--- src/hdl/frontend_timer_pkg.sv ---
// Package with register map, field layouts and tick rates of the frontend timer control.
package frontend_timer_pkg;

  // Clock and tick rates in hertz.
  localparam longint CLK_HZ       = 20_000_000;
  localparam longint FAST_TICK_HZ = 13_560_000;
  localparam longint SLOW_TICK_HZ = 211_875;

  // Phase accumulator increments; tick rate equals increment / 2**ACC_W of the clock.
  localparam int          ACC_W    = 16;
  localparam logic [15:0] FAST_INC = 16'((FAST_TICK_HZ << ACC_W) / CLK_HZ);
  localparam logic [15:0] SLOW_INC = 16'((SLOW_TICK_HZ << ACC_W) / CLK_HZ);

  // Register indices; the byte address is four times the index.
  localparam logic [5:0] IDX_RUN_STROBE = 6'h0E;
  localparam logic [5:0] IDX_ZERO_SETUP = 6'h0F;
  localparam logic [5:0] IDX_RELOAD_HI  = 6'h10;
  localparam logic [5:0] IDX_RELOAD_LO  = 6'h11;
  localparam logic [5:0] IDX_COUNT_HI   = 6'h12;
  localparam logic [5:0] IDX_COUNT_LO   = 6'h13;
  localparam logic [5:0] IDX_IRQ_STATUS = 6'h20;
  localparam logic [5:0] IDX_IRQ_CLEAR  = 6'h21;
  localparam logic [5:0] IDX_IRQ_ENABLE = 6'h22;

  // Field positions of the shared run register.
  localparam int RUN_LSB  = 4;
  localparam int MASK_LSB = 0;
  localparam int TIMERS   = 4;

  // Interrupt status bit positions.
  localparam int IRQ_UNDERFLOW = 0;
  localparam int IRQ_RX_HALT   = 1;
  localparam int IRQ_BITS      = 2;

  // Reset values.
  localparam logic [7:0]  SETUP_RESET  = 8'h00;
  localparam logic [15:0] RELOAD_RESET = 16'h0000;

  // Writable bits of the setup register; bits 6 and 2 are reserved and stay zero.
  localparam logic [7:0]  SETUP_WRITABLE = 8'hBB;

  typedef enum logic [1:0] {
    START_NONE     = 2'b00,
    START_TX_END   = 2'b01,
    START_LFO_HOLD = 2'b10,
    START_LFO_WRAP = 2'b11
  } auto_start_type;

  typedef enum logic [1:0] {
    TICK_FAST      = 2'b00,
    TICK_SLOW      = 2'b01,
    TICK_CASC_TWO  = 2'b10,
    TICK_CASC_ONE  = 2'b11
  } tick_source_type;

  // Timer zero setup register layout, bit 7 down to bit 0.
  typedef struct packed {
    logic            halt_on_receive;
    logic            rfu_six;
    auto_start_type  auto_start_select;
    logic            reload_on_zero;
    logic            rfu_two;
    tick_source_type tick_source_select;
  } setup_type;

endpackage : frontend_timer_pkg

--- src/hdl/frontend_timer_control.sv ---
// Timer start/stop control and timer zero with its setup, reload and interrupt registers.
`timescale 1ns/1ns
`default_nettype none
module frontend_timer_control (
  input  wire logic        i_ref_clk,
  input  wire logic        i_nrst,
  input  wire logic        i_wb_cyc,
  input  wire logic        i_wb_stb,
  input  wire logic        i_wb_we,
  input  wire logic [7:0]  i_wb_adr,
  input  wire logic [3:0]  i_wb_sel,
  input  wire logic [31:0] i_wb_dat,
  output logic      [31:0] o_wb_dat,
  output logic             o_wb_ack,
  input  wire logic        i_tx_end,
  input  wire logic        i_rx_nibble,
  input  wire logic        i_low_freq_oscillator,
  input  wire logic        i_timer_one_underflow,
  input  wire logic        i_timer_two_underflow,
  input  wire logic [2:0]  i_timer_upper_stop,
  output logic      [3:0]  o_timer_active,
  output logic             o_timer_zero_underflow,
  output logic      [15:0] o_count,
  output logic             o_irq
);

  //////////////////////////////////////////////////////////////////////////////
  // Helpers.

  // Byte address of a register index.
  function automatic logic [7:0] addr_of(input logic [5:0] idx);
    addr_of = {idx, 2'b00};
  endfunction : addr_of

  //////////////////////////////////////////////////////////////////////////////
  // State.

  frontend_timer_pkg::setup_type setup;
  logic [15:0]                   reload_count;
  logic [3:0]                    running;
  logic [1:0]                    irq_status;
  logic [1:0]                    irq_enable;
  logic                          lfo_prev;
  logic                          fast_tick;
  logic                          slow_tick;

  //////////////////////////////////////////////////////////////////////////////
  // Tick generators.

  tick_divider #(
    .INC(frontend_timer_pkg::FAST_INC)
  ) u_fast_tick (
    .i_ref_clk(i_ref_clk),
    .i_nrst   (i_nrst),
    .o_tick   (fast_tick)
  );

  tick_divider #(
    .INC(frontend_timer_pkg::SLOW_INC)
  ) u_slow_tick (
    .i_ref_clk(i_ref_clk),
    .i_nrst   (i_nrst),
    .o_tick   (slow_tick)
  );

  //////////////////////////////////////////////////////////////////////////////
  // Wishbone decode.

  logic bus_req;
  logic bus_wr;
  logic hit_strobe;
  logic hit_setup;
  logic hit_rel_hi;
  logic hit_rel_lo;
  logic hit_cnt_hi;
  logic hit_cnt_lo;
  logic hit_status;
  logic hit_clear;
  logic hit_enable;

  // A request is taken while ack is low and answered one cycle later. A write lands only at the
  // edge where the master sees ack high, so a master that gives up early leaves no trace.
  // Writes need byte lane zero, because every register sits in the low byte.
  assign bus_req    = i_wb_cyc & i_wb_stb & ~o_wb_ack;
  assign bus_wr     = i_wb_cyc & i_wb_stb & o_wb_ack & i_wb_we & i_wb_sel[0];
  assign hit_strobe = (i_wb_adr == addr_of(frontend_timer_pkg::IDX_RUN_STROBE));
  assign hit_setup  = (i_wb_adr == addr_of(frontend_timer_pkg::IDX_ZERO_SETUP));
  assign hit_rel_hi = (i_wb_adr == addr_of(frontend_timer_pkg::IDX_RELOAD_HI));
  assign hit_rel_lo = (i_wb_adr == addr_of(frontend_timer_pkg::IDX_RELOAD_LO));
  assign hit_cnt_hi = (i_wb_adr == addr_of(frontend_timer_pkg::IDX_COUNT_HI));
  assign hit_cnt_lo = (i_wb_adr == addr_of(frontend_timer_pkg::IDX_COUNT_LO));
  assign hit_status = (i_wb_adr == addr_of(frontend_timer_pkg::IDX_IRQ_STATUS));
  assign hit_clear  = (i_wb_adr == addr_of(frontend_timer_pkg::IDX_IRQ_CLEAR));
  assign hit_enable = (i_wb_adr == addr_of(frontend_timer_pkg::IDX_IRQ_ENABLE));

  // Readback; write-only fields, reserved bits and unmapped addresses read zero.
  // The count bytes are not latched together, so a running count read as two bytes may tear;
  // software should stop the timer first when it needs a consistent 16-bit value.
  logic [7:0] rd_byte;
  assign rd_byte = hit_strobe ? {running, 4'h0} :
                   hit_setup  ? (setup & frontend_timer_pkg::SETUP_WRITABLE) :
                   hit_rel_hi ? reload_count[15:8] :
                   hit_rel_lo ? reload_count[7:0] :
                   hit_cnt_hi ? o_count[15:8] :
                   hit_cnt_lo ? o_count[7:0] :
                   hit_status ? {6'h00, irq_status} :
                   hit_enable ? {6'h00, irq_enable} : 8'h00;

  //////////////////////////////////////////////////////////////////////////////
  // Start and stop sources of the shared run register.

  logic [3:0] sw_mask;
  logic [3:0] sw_value;

  // Only bits whose mask bit is written as one may change.
  assign sw_mask  = (bus_wr & hit_strobe) ? i_wb_dat[3:0] : 4'h0;
  assign sw_value = i_wb_dat[7:4];

  //////////////////////////////////////////////////////////////////////////////
  // Timer zero.

  logic lfo_mode;
  logic lfo_edge;
  logic tick;
  logic at_zero;
  logic underflow;
  logic auto_start;
  logic auto_stop;
  logic rx_halt;
  logic start_zero;
  logic next_run_zero;
  logic [15:0] next_count;

  assign lfo_mode = setup.auto_start_select[1];
  assign lfo_edge = i_low_freq_oscillator & ~lfo_prev;

  // Counting clock of timer zero.
  assign tick = (setup.tick_source_select == frontend_timer_pkg::TICK_FAST)     ? fast_tick :
                (setup.tick_source_select == frontend_timer_pkg::TICK_SLOW)     ? slow_tick :
                (setup.tick_source_select == frontend_timer_pkg::TICK_CASC_TWO) ? i_timer_two_underflow :
                i_timer_one_underflow;

  // Trimming without underflow parks the counter at zero instead of wrapping.
  assign at_zero   = (o_count == 16'h0000);
  assign underflow = running[0] & tick & at_zero &
                     (setup.auto_start_select != frontend_timer_pkg::START_LFO_HOLD);

  // A trimming edge starts an idle timer and stops a running one.
  assign auto_start = ((setup.auto_start_select == frontend_timer_pkg::START_TX_END) & i_tx_end) |
                      (lfo_mode & lfo_edge & ~running[0]);
  assign rx_halt    = setup.halt_on_receive & ~lfo_mode & i_rx_nibble & running[0];
  assign auto_stop  = rx_halt |
                      (lfo_mode & lfo_edge & running[0]) |
                      (underflow & ~setup.reload_on_zero);

  // Software has priority over automatic events in the same cycle.
  assign start_zero    = sw_mask[0] ? sw_value[0] : auto_start;
  assign next_run_zero = sw_mask[0] ? sw_value[0] :
                         auto_start ? 1'b1 :
                         auto_stop  ? 1'b0 : running[0];

  // The reload value is taken at a start event and at an auto-restart underflow. Priority, from the top: a start loads the
  // reload value, an idle or untriggered cycle holds, a tick above zero decrements, and a tick
  // at zero reloads only in auto-restart mode. Holding at zero without auto-restart is what lets
  // software read the final count after a one-shot.
  assign next_count = (start_zero & ~running[0]) | (start_zero & auto_start & ~sw_mask[0]) |
                      (sw_mask[0] & sw_value[0]) ? reload_count :
                      ~(running[0] & tick) ? o_count :
                      ~at_zero ? 16'(o_count - 16'h0001) :
                      (underflow & setup.reload_on_zero) ? reload_count : o_count;

  //////////////////////////////////////////////////////////////////////////////
  // Running bits of all four timers.

  logic [3:0] next_running;
  genvar gi;

  assign next_running[0] = next_run_zero;
  generate
    for (gi = 1; gi < frontend_timer_pkg::TIMERS; gi++) begin : g_upper
      // Upper timers stop themselves; a masked write still wins over their stop.
      assign next_running[gi] = sw_mask[gi] ? sw_value[gi] :
                                i_timer_upper_stop[gi-1] ? 1'b0 : running[gi];
    end
  endgenerate

  //////////////////////////////////////////////////////////////////////////////
  // Interrupt registers.

  logic [1:0] irq_events;
  logic [1:0] irq_clr;
  logic [1:0] next_status;

  assign irq_events = {rx_halt, underflow};
  assign irq_clr    = (bus_wr & hit_clear) ? i_wb_dat[1:0] : 2'b00;
  // A new event in the clearing cycle survives the clear.
  assign next_status = (irq_status & ~irq_clr) | irq_events;

  //////////////////////////////////////////////////////////////////////////////
  // Register updates from the bus and from the timer logic.

  // Setup register; reserved bits are held at zero so that they always read back as zero.
  always_ff @(posedge i_ref_clk or negedge i_nrst) begin
    if (!i_nrst) begin
      setup <= frontend_timer_pkg::SETUP_RESET;
    end else if (bus_wr & hit_setup) begin
      setup <= i_wb_dat[7:0] & frontend_timer_pkg::SETUP_WRITABLE;
    end
  end

  // Reload bytes; a running count keeps going and only the next start or auto-restart reload picks them up.
  always_ff @(posedge i_ref_clk or negedge i_nrst) begin
    if (!i_nrst) begin
      reload_count <= frontend_timer_pkg::RELOAD_RESET;
    end else if (bus_wr & hit_rel_hi) begin
      reload_count[15:8] <= i_wb_dat[7:0];
    end else if (bus_wr & hit_rel_lo) begin
      reload_count[7:0] <= i_wb_dat[7:0];
    end
  end

  // Interrupt enable mask, same layout as the status register.
  always_ff @(posedge i_ref_clk or negedge i_nrst) begin
    if (!i_nrst) begin
      irq_enable <= 2'b00;
    end else if (bus_wr & hit_enable) begin
      irq_enable <= i_wb_dat[1:0];
    end
  end

  // Bus answer: ack one cycle after the request, dropped the cycle after.
  always_ff @(posedge i_ref_clk or negedge i_nrst) begin
    if (!i_nrst) begin
      o_wb_ack <= 1'b0;
      o_wb_dat <= 32'h0000_0000;
    end else begin
      o_wb_ack <= bus_req;
      o_wb_dat <= bus_req ? {24'h00_0000, rd_byte} : 32'h0000_0000;
    end
  end

  // Running bits; the visible copy is its own flop so that the output comes straight from a register.
  always_ff @(posedge i_ref_clk or negedge i_nrst) begin
    if (!i_nrst) begin
      running        <= 4'h0;
      o_timer_active <= 4'h0;
    end else begin
      running        <= next_running;
      o_timer_active <= next_running;
    end
  end

  // Timer zero count.
  always_ff @(posedge i_ref_clk or negedge i_nrst) begin
    if (!i_nrst) begin
      o_count <= 16'h0000;
    end else begin
      o_count <= next_count;
    end
  end

  // Oscillator history for the rising-edge detector. An oscillator already high when reset
  // lifts gives one edge in the first cycle, so select a trimming mode only after that.
  always_ff @(posedge i_ref_clk or negedge i_nrst) begin
    if (!i_nrst) begin
      lfo_prev <= 1'b0;
    end else begin
      lfo_prev <= i_low_freq_oscillator;
    end
  end

  // Underflow pulse for cascading, one cycle after the tick at zero.
  always_ff @(posedge i_ref_clk or negedge i_nrst) begin
    if (!i_nrst) begin
      o_timer_zero_underflow <= 1'b0;
    end else begin
      o_timer_zero_underflow <= underflow;
    end
  end

  // Sticky status and the level interrupt, which follows the status in the same cycle.
  always_ff @(posedge i_ref_clk or negedge i_nrst) begin
    if (!i_nrst) begin
      irq_status <= 2'b00;
      o_irq      <= 1'b0;
    end else begin
      irq_status <= next_status;
      o_irq      <= |(next_status & irq_enable);
    end
  end

endmodule : frontend_timer_control
`default_nettype wire

--- src/hdl/tick_divider.sv ---
// Fractional tick generator producing one-cycle enable pulses.
`timescale 1ns/1ns
`default_nettype none
module tick_divider #(
  parameter logic [15:0] INC = 16'h0001
) (
  input  wire logic i_ref_clk,
  input  wire logic i_nrst,
  output logic      o_tick
);

  logic [15:0] acc;
  logic [16:0] next_sum;

  // The carry out of the accumulator gives an average rate of INC / 65536 of the clock.
  assign next_sum = {1'b0, acc} + {1'b0, INC};

  // Ticks jitter by one clock; only the mean rate is exact, which suits a timeout counter.
  always_ff @(posedge i_ref_clk or negedge i_nrst) begin
    if (!i_nrst) begin
      acc    <= 16'h0000;
      o_tick <= 1'b0;
    end else begin
      acc    <= next_sum[15:0];
      o_tick <= next_sum[16];
    end
  end

endmodule : tick_divider
`default_nettype wire

--- config.mk ---
export PLATFORM = sky130hd
export DESIGN_NAME = frontend_timer_control
export DESIGN_NICKNAME = d
export VERILOG_FILES = /design/src/hdl/frontend_timer_pkg.sv /design/src/hdl/frontend_timer_control.sv /design/src/hdl/tick_divider.sv
export SDC_FILE = /design/constraint.sdc
export NUM_CORES = 1
export LEC_CHECK = 0
export BUFFER_PORTS_ARGS = -buffer_cell sky130_fd_sc_hd__buf_2
export CAP_MARGIN = 25
export CORE_UTILIZATION = 47
export CTS_CLUSTER_SIZE = 10
export DETAILED_ROUTE_END_ITERATION = 12
export PLACE_DENSITY = 0.75
export SLEW_MARGIN = 5
export SYNTH_ARGS = -nofsm -noshare
export SYNTH_HDL_FRONTEND = slang
export SYNTH_SLANG_ARGS = --single-unit
--- constraint.sdc ---
create_clock -name i_ref_clk -period 3.55 [get_ports i_ref_clk]
set_clock_uncertainty 0.1 [all_clocks]
set_input_delay 0.5325 -clock i_ref_clk [delete_from_list [all_inputs] [get_ports i_ref_clk]]
set_output_delay 0.5325 -clock i_ref_clk [all_outputs]
set_load 0.1 [all_outputs]
After elaboration in Yosys (flattened, before gate mapping)
Cells that the tools add are included.
- $add $sub $neg: 3
- bitwise gates (word level): 44
- muxes and demuxes: 28
- reduce and logical (&&, ||, !) cells: 10
- equality and inequality tests: 14
- operators with widths (operator ; count):
    16-bit two-way mux ; 4
    8-bit two-way mux ; 7
    8-bit by 7-bit == test with 1-bit output (second input constant) ; 4
    1-bit bitwise AND ; 28
    8-bit == test (second input constant) ; 3
    16-bit by 10-bit adder with 17-bit output (second input constant) ; 1
    16-bit by 16-bit adder with 17-bit output (second input constant) ; 1
    8-bit by 6-bit == test with 1-bit output (second input constant) ; 2
    16-bit logical NOT ; 1
    16-bit by 1-bit subtractor with 16-bit output (second input constant) ; 1
    1-bit two-way mux ; 13
    2-bit nonzero test ; 4
    1-bit inverter ; 7
    2-bit two-way mux ; 3
    1-bit OR ; 5
    2-bit bitwise AND ; 2
    2-bit by 1-bit == test with 1-bit output (second input constant) ; 2
    4-bit two-way mux ; 1
    2-bit AND reduction ; 2
    3-bit by 1-bit != test with 1-bit output (second input constant) ; 1
    3-bit nonzero test ; 1
    2-bit == test (second input constant) ; 1
    2-bit logical NOT ; 1
    2-bit != test (second input constant) ; 1
    3 further kinds ; 3
- bits in registers: 92
- input bits: 57
- word-level logic and storage cells: 121

Logic depth before layout (Yosys ltp)
- depth in word-level cells: 13
- gate-level depth with buffers: 8
- depth with buffers taken out: 7

Hierarchy
From an unflattened synthesis, not the netlist that was laid out.
- cells, all modules: 483
- area, all modules: 5072.4 µm²
- by module, submodules not included (module ; times used ; sequential area each (µm²) ; cells each ; area each (µm²)):
    frontend_timer_control ; 1 ; 1451.4 ; 358 ; 3603.5
    tick_divider (u_fast_tick) ; 1 ; 425.4 ; 65 ; 797.0
    tick_divider (u_slow_tick) ; 1 ; 400.4 ; 60 ; 671.9

Worst setup path before layout
Ideal clock, no wire load.
- kind: register to register
- start: register o_count[0]
- end: register o_count[10]
- buffers on the path: 1
- cell stages (with the launch flop): 9
- library setup time: 0.122 ns
- path slack: 0.695 ns
- clock period less this slack: 2.855 ns
- arrival: 2.633 ns
- data required time: 3.328 ns
- path through: dfrtp_1 > inv_1 > ha_1 > nor4b_1 > and4_1 > buf_2 > a21oi_1 > nand4_1 > a32o_1
- longest elaborated chain between the ends: 6
- elaborated cells between the ends (all ways): 10
- those cells by class: 1 x add/sub; 1 x eq/ne; 3 x mux; 3 x bitwise; 2 x reduce/logical
- ends and longest elaborated chain (element ; RTL line ; text):
    start, declared ; frontend_timer_control.sv:23 ; output logic [15:0] o_count,
    start signal, assigned ; frontend_timer_control.sv:258 ; o_count <= next_count;
    parallel branches: the longest is 6 deep, another holds 16-bit by 1-bit subtractor with 16-bit output ; -- ;
Several ways; the timed one is not identified. The select of a mux whose other input is x is not followed.
A chain may end at the register's enable or synchronous reset.

Worst setup path in the final report
- start: register o_count[0]
- end: register o_count[2]
Same word-level chain as after synthesis.

==> qor.yml <==
period_minus_slack_ns: 2.55
synthArstFlopShare: 1.00
syn_area_um2: 4850
grt_max_degree: 40
yosysWarnings: 0
comb_power_share: 0.170
cts_buffers: 9
die-area_um2: 10700
cts_root_buffer: "clkbuf_8"
start_util: 0.490
worstPathMaxFanout: 8
synth.area.top_cells: "dfrtp_1, mux2_2, buf_4"
finalHoldViolCount: 0
critPathCaptureType: "flip-flop"
cts_tree: "built"
synth_enable_flop_cells: 0
clk_pin_slew_ns: 0.09
yosys.cell_count.top_type: "dfrtp_1"
cpLargestDelayFamily: "simple AND/OR/NAND/NOR gates"
antennaDiodeCount: 0
wl_per_cell_um: 18.1
critPathArrivalTime_ns: 2.70
fin_crit_sh: 0.718
synth_cell_type_count: 81
setup_viol: 0
clock_latency_ns: 0.37
seq_power_share: 0.486
max_cap_violations: 0
final_antenna_net_count: 0
seq_area_frac_synth: 0.469
vias_per_cell: 5.90
switching_power_w: 0.000743
yosys.area.top_type: "dfrtp_1"
num_vias: 3813
drc: 0
drt_iter0_markers: 229
leakagePower_nw: 2.50
hp-class: "in -> reg"
fmax_mhz: 392
netlist_instances: 447
setup-tns-final_ns: 0
die_y_um: 104
p_int_w: 0.00146
maxSlewViolCount: 0
clkSinkCount: 91
path_class: "reg -> reg"
h-tree-depth: 3
fill_cells: 885
powerDensity_nw_per_um2: 407
utilization: 0.546
worstMarginPinSlew_ns: 0.789
drive_gt1_frac: 0.255
ys_top_cells_by_count: "dfrtp_1, nand2_1, buf_4, mux2_2, nor2_1"
synth_top_area_frac: 0.469
status: "finished clean"
clk_path_buf_depth: 2
postCtsSetupBuffers: 0
cpMaxStageDelayCell: "o21ai_0"
ys_seq_elements: 91
slowest_delay_ns: 0.45
die_w_um: 104
gp_congestion: 0.943
crit_buf_inv: 1
regArea_um2: 2280
ctsResizeCount: 0
rsz0062_at_grt: "no"
drt-total-wl_mm: 11.7
dr.pass1.iters: 5
cp_cell_sequence: "inv_1 -> ha_1 -> nor4b_1 -> nand4_1 -> o21ai_0 -> nor2_1 -> o32a_1"
grt_pass1_wl_mm: 19.0
multi_input_area_um2: 2340
row_count: 36
antenna_found_initial: 0
p_clk_frac: 0.344
synth_ff_type: "dfrtp_1"
nets: 568
vdd_drop_max_mv: 0.348
grt-ovfl-total: 0
io_buffers: 60
syn_avg_cell_area_um2: 10.9
io-pin-count: 112
core_area_um2: 9910
sw_frac_of_total: 0.337
hpwl_mm: 8.76
grtUsageTotal: 0.225
slew_headroom: 0.471
area_delta_synth_final_pct: 11.5
start_kind: "flip-flop"
crit_required_ns: 3.70
grt_pass1_vias: 3649
[worst paths after layout]
check                                       from                  to  slack, ns  depth (start not counted)
max                                   o_count[0]          o_count[2]        1.0                          7
min                        i_low_freq_oscillator            lfo_prev       0.18                          1
max reg2reg                           o_count[0]          o_count[2]        1.0                          7
min reg2reg                   u_slow_tick.acc[1]  u_slow_tick.acc[1]       0.34                          1
max in group asynchronous                 i_nrst            setup[4]       2.01                          3
min in group asynchronous                 i_nrst         o_count[12]       0.52                          2
[layer usage]
metal | up-vias | global-route usage | share of wire
met5 | - | 0 | 0
met4 | 0 | 0.0890 | 0.025
met3 | 26 | 0.0403 | 0.063
met2 | 167 | 0.364 | 0.48
met1 | 1887 | 0.301 | 0.43
li1 | 1733 | - | -
[what timing repair did]
item / CTS / global route
endpoints found under the setup margin: 0 / 0
hold buffers: 1 / 0
hold endpoints to repair: 26 / 0
[cell families after synthesis]
logic type               after synthesis  synth area share
AO/OA/AOI/OAI                        101             0.152
XOR/XNOR                              24            0.0433
adder cells (fa/ha/maj)                3           0.00773
buffers and inverters                 57            0.0668
flip-flops                            91             0.469
multiplexers                          37            0.0949
other                                  1          0.000773
AND/OR/NAND/NOR                      133             0.166
[per-stage QoR]
stage / hold slack (ns) / std cells / setup WS [ns] / instance area (um2) / total power [W]
CTS: 0.168 / 646 / 1.04 / 5410 / 0.00222
global placement: 0.317 / 629 / 0.870 / 5180 / 0.00146
finish: 0.178 / 646 / 1.00 / 5410 / 0.00220
detailed placement: 0.326 / 629 / 0.818 / 5180 / 0.00146
global route: 0.174 / 646 / 0.811 / 5410 / 0.00228
floorplan: 0.137 / 470 / 0.695 / 4940 / 0.00139
[cell usage in the layout (no fill, tap or decap), types with 3 or more instances in the layout]
cell type	count
buf_2	59
o2bb2ai_1	3
nand2_1	31
nor4_1	4
a32oi_1	4
a21boi_0	3
buf_4	4
ha_1	3
o21ai_0	18
conb_1	24
inv_1	20
clkbuf_8	9
o22ai_1	5
mux2i_1	6
o2111ai_1	4
nor3_1	5
nand3b_1	4
a2bb2oi_1	6
nand2b_1	10
mux2_2	25
a22oi_1	3
nor2_1	24
and2_1	4
a31oi_1	3
nand3_1	9
xor2_1	9
o211ai_1	3
nor3b_1	5
xnor2_1	15
a31o_2	4
dfrtp_1	91
nand4_1	6
or4_1	3
and4_1	3
mux4_2	4
o21a_1	3
a32o_1	4
a21oi_1	19
[state kept, by name (all words and copies together) (netlist names)]
name / flops
irq_enable: 2
o_wb_ack: 1
reload_count: 16
o_count: 16
o_timer_active: 4
setup: 5
lfo_prev: 1
u_slow_tick.acc: 15
lfo_mode: 1
u_fast_tick.acc: 16
irq_status: 2
o_wb_dat: 8
u_fast_tick.o_tick: 1
u_slow_tick.o_tick: 1
o_irq: 1
o_timer_zero_underflow: 1
[layout make-up]
cell class | count | area share
Inverter | 20 | 0.0139
Sequential cell | 91 | 0.421
Clock inverter | 7 | 0.0173
Multi-Input combinational cell | 322 | 0.432
Timing Repair Buffer | 64 | 0.0620
Clock buffer | 9 | 0.0229
Tap cell | 133 | 0.0308
[power groups by stage]
stage / combinational (W) / clock (W) / sequential, W
4_1_cts: 0.000374 / 0.000773 / 0.00107
6_report: 0.000374 / 0.000757 / 0.00107
2_1_floorplan: 0.000208 / 0 / 0.00119
3_5_place_dp: 0.000373 / 0 / 0.00109
3_3_place_gp: 0.000368 / 0 / 0.00109
5_1_grt: 0.000391 / 0.000811 / 0.00107
Note: power is estimated with default switching activity, not from simulation.
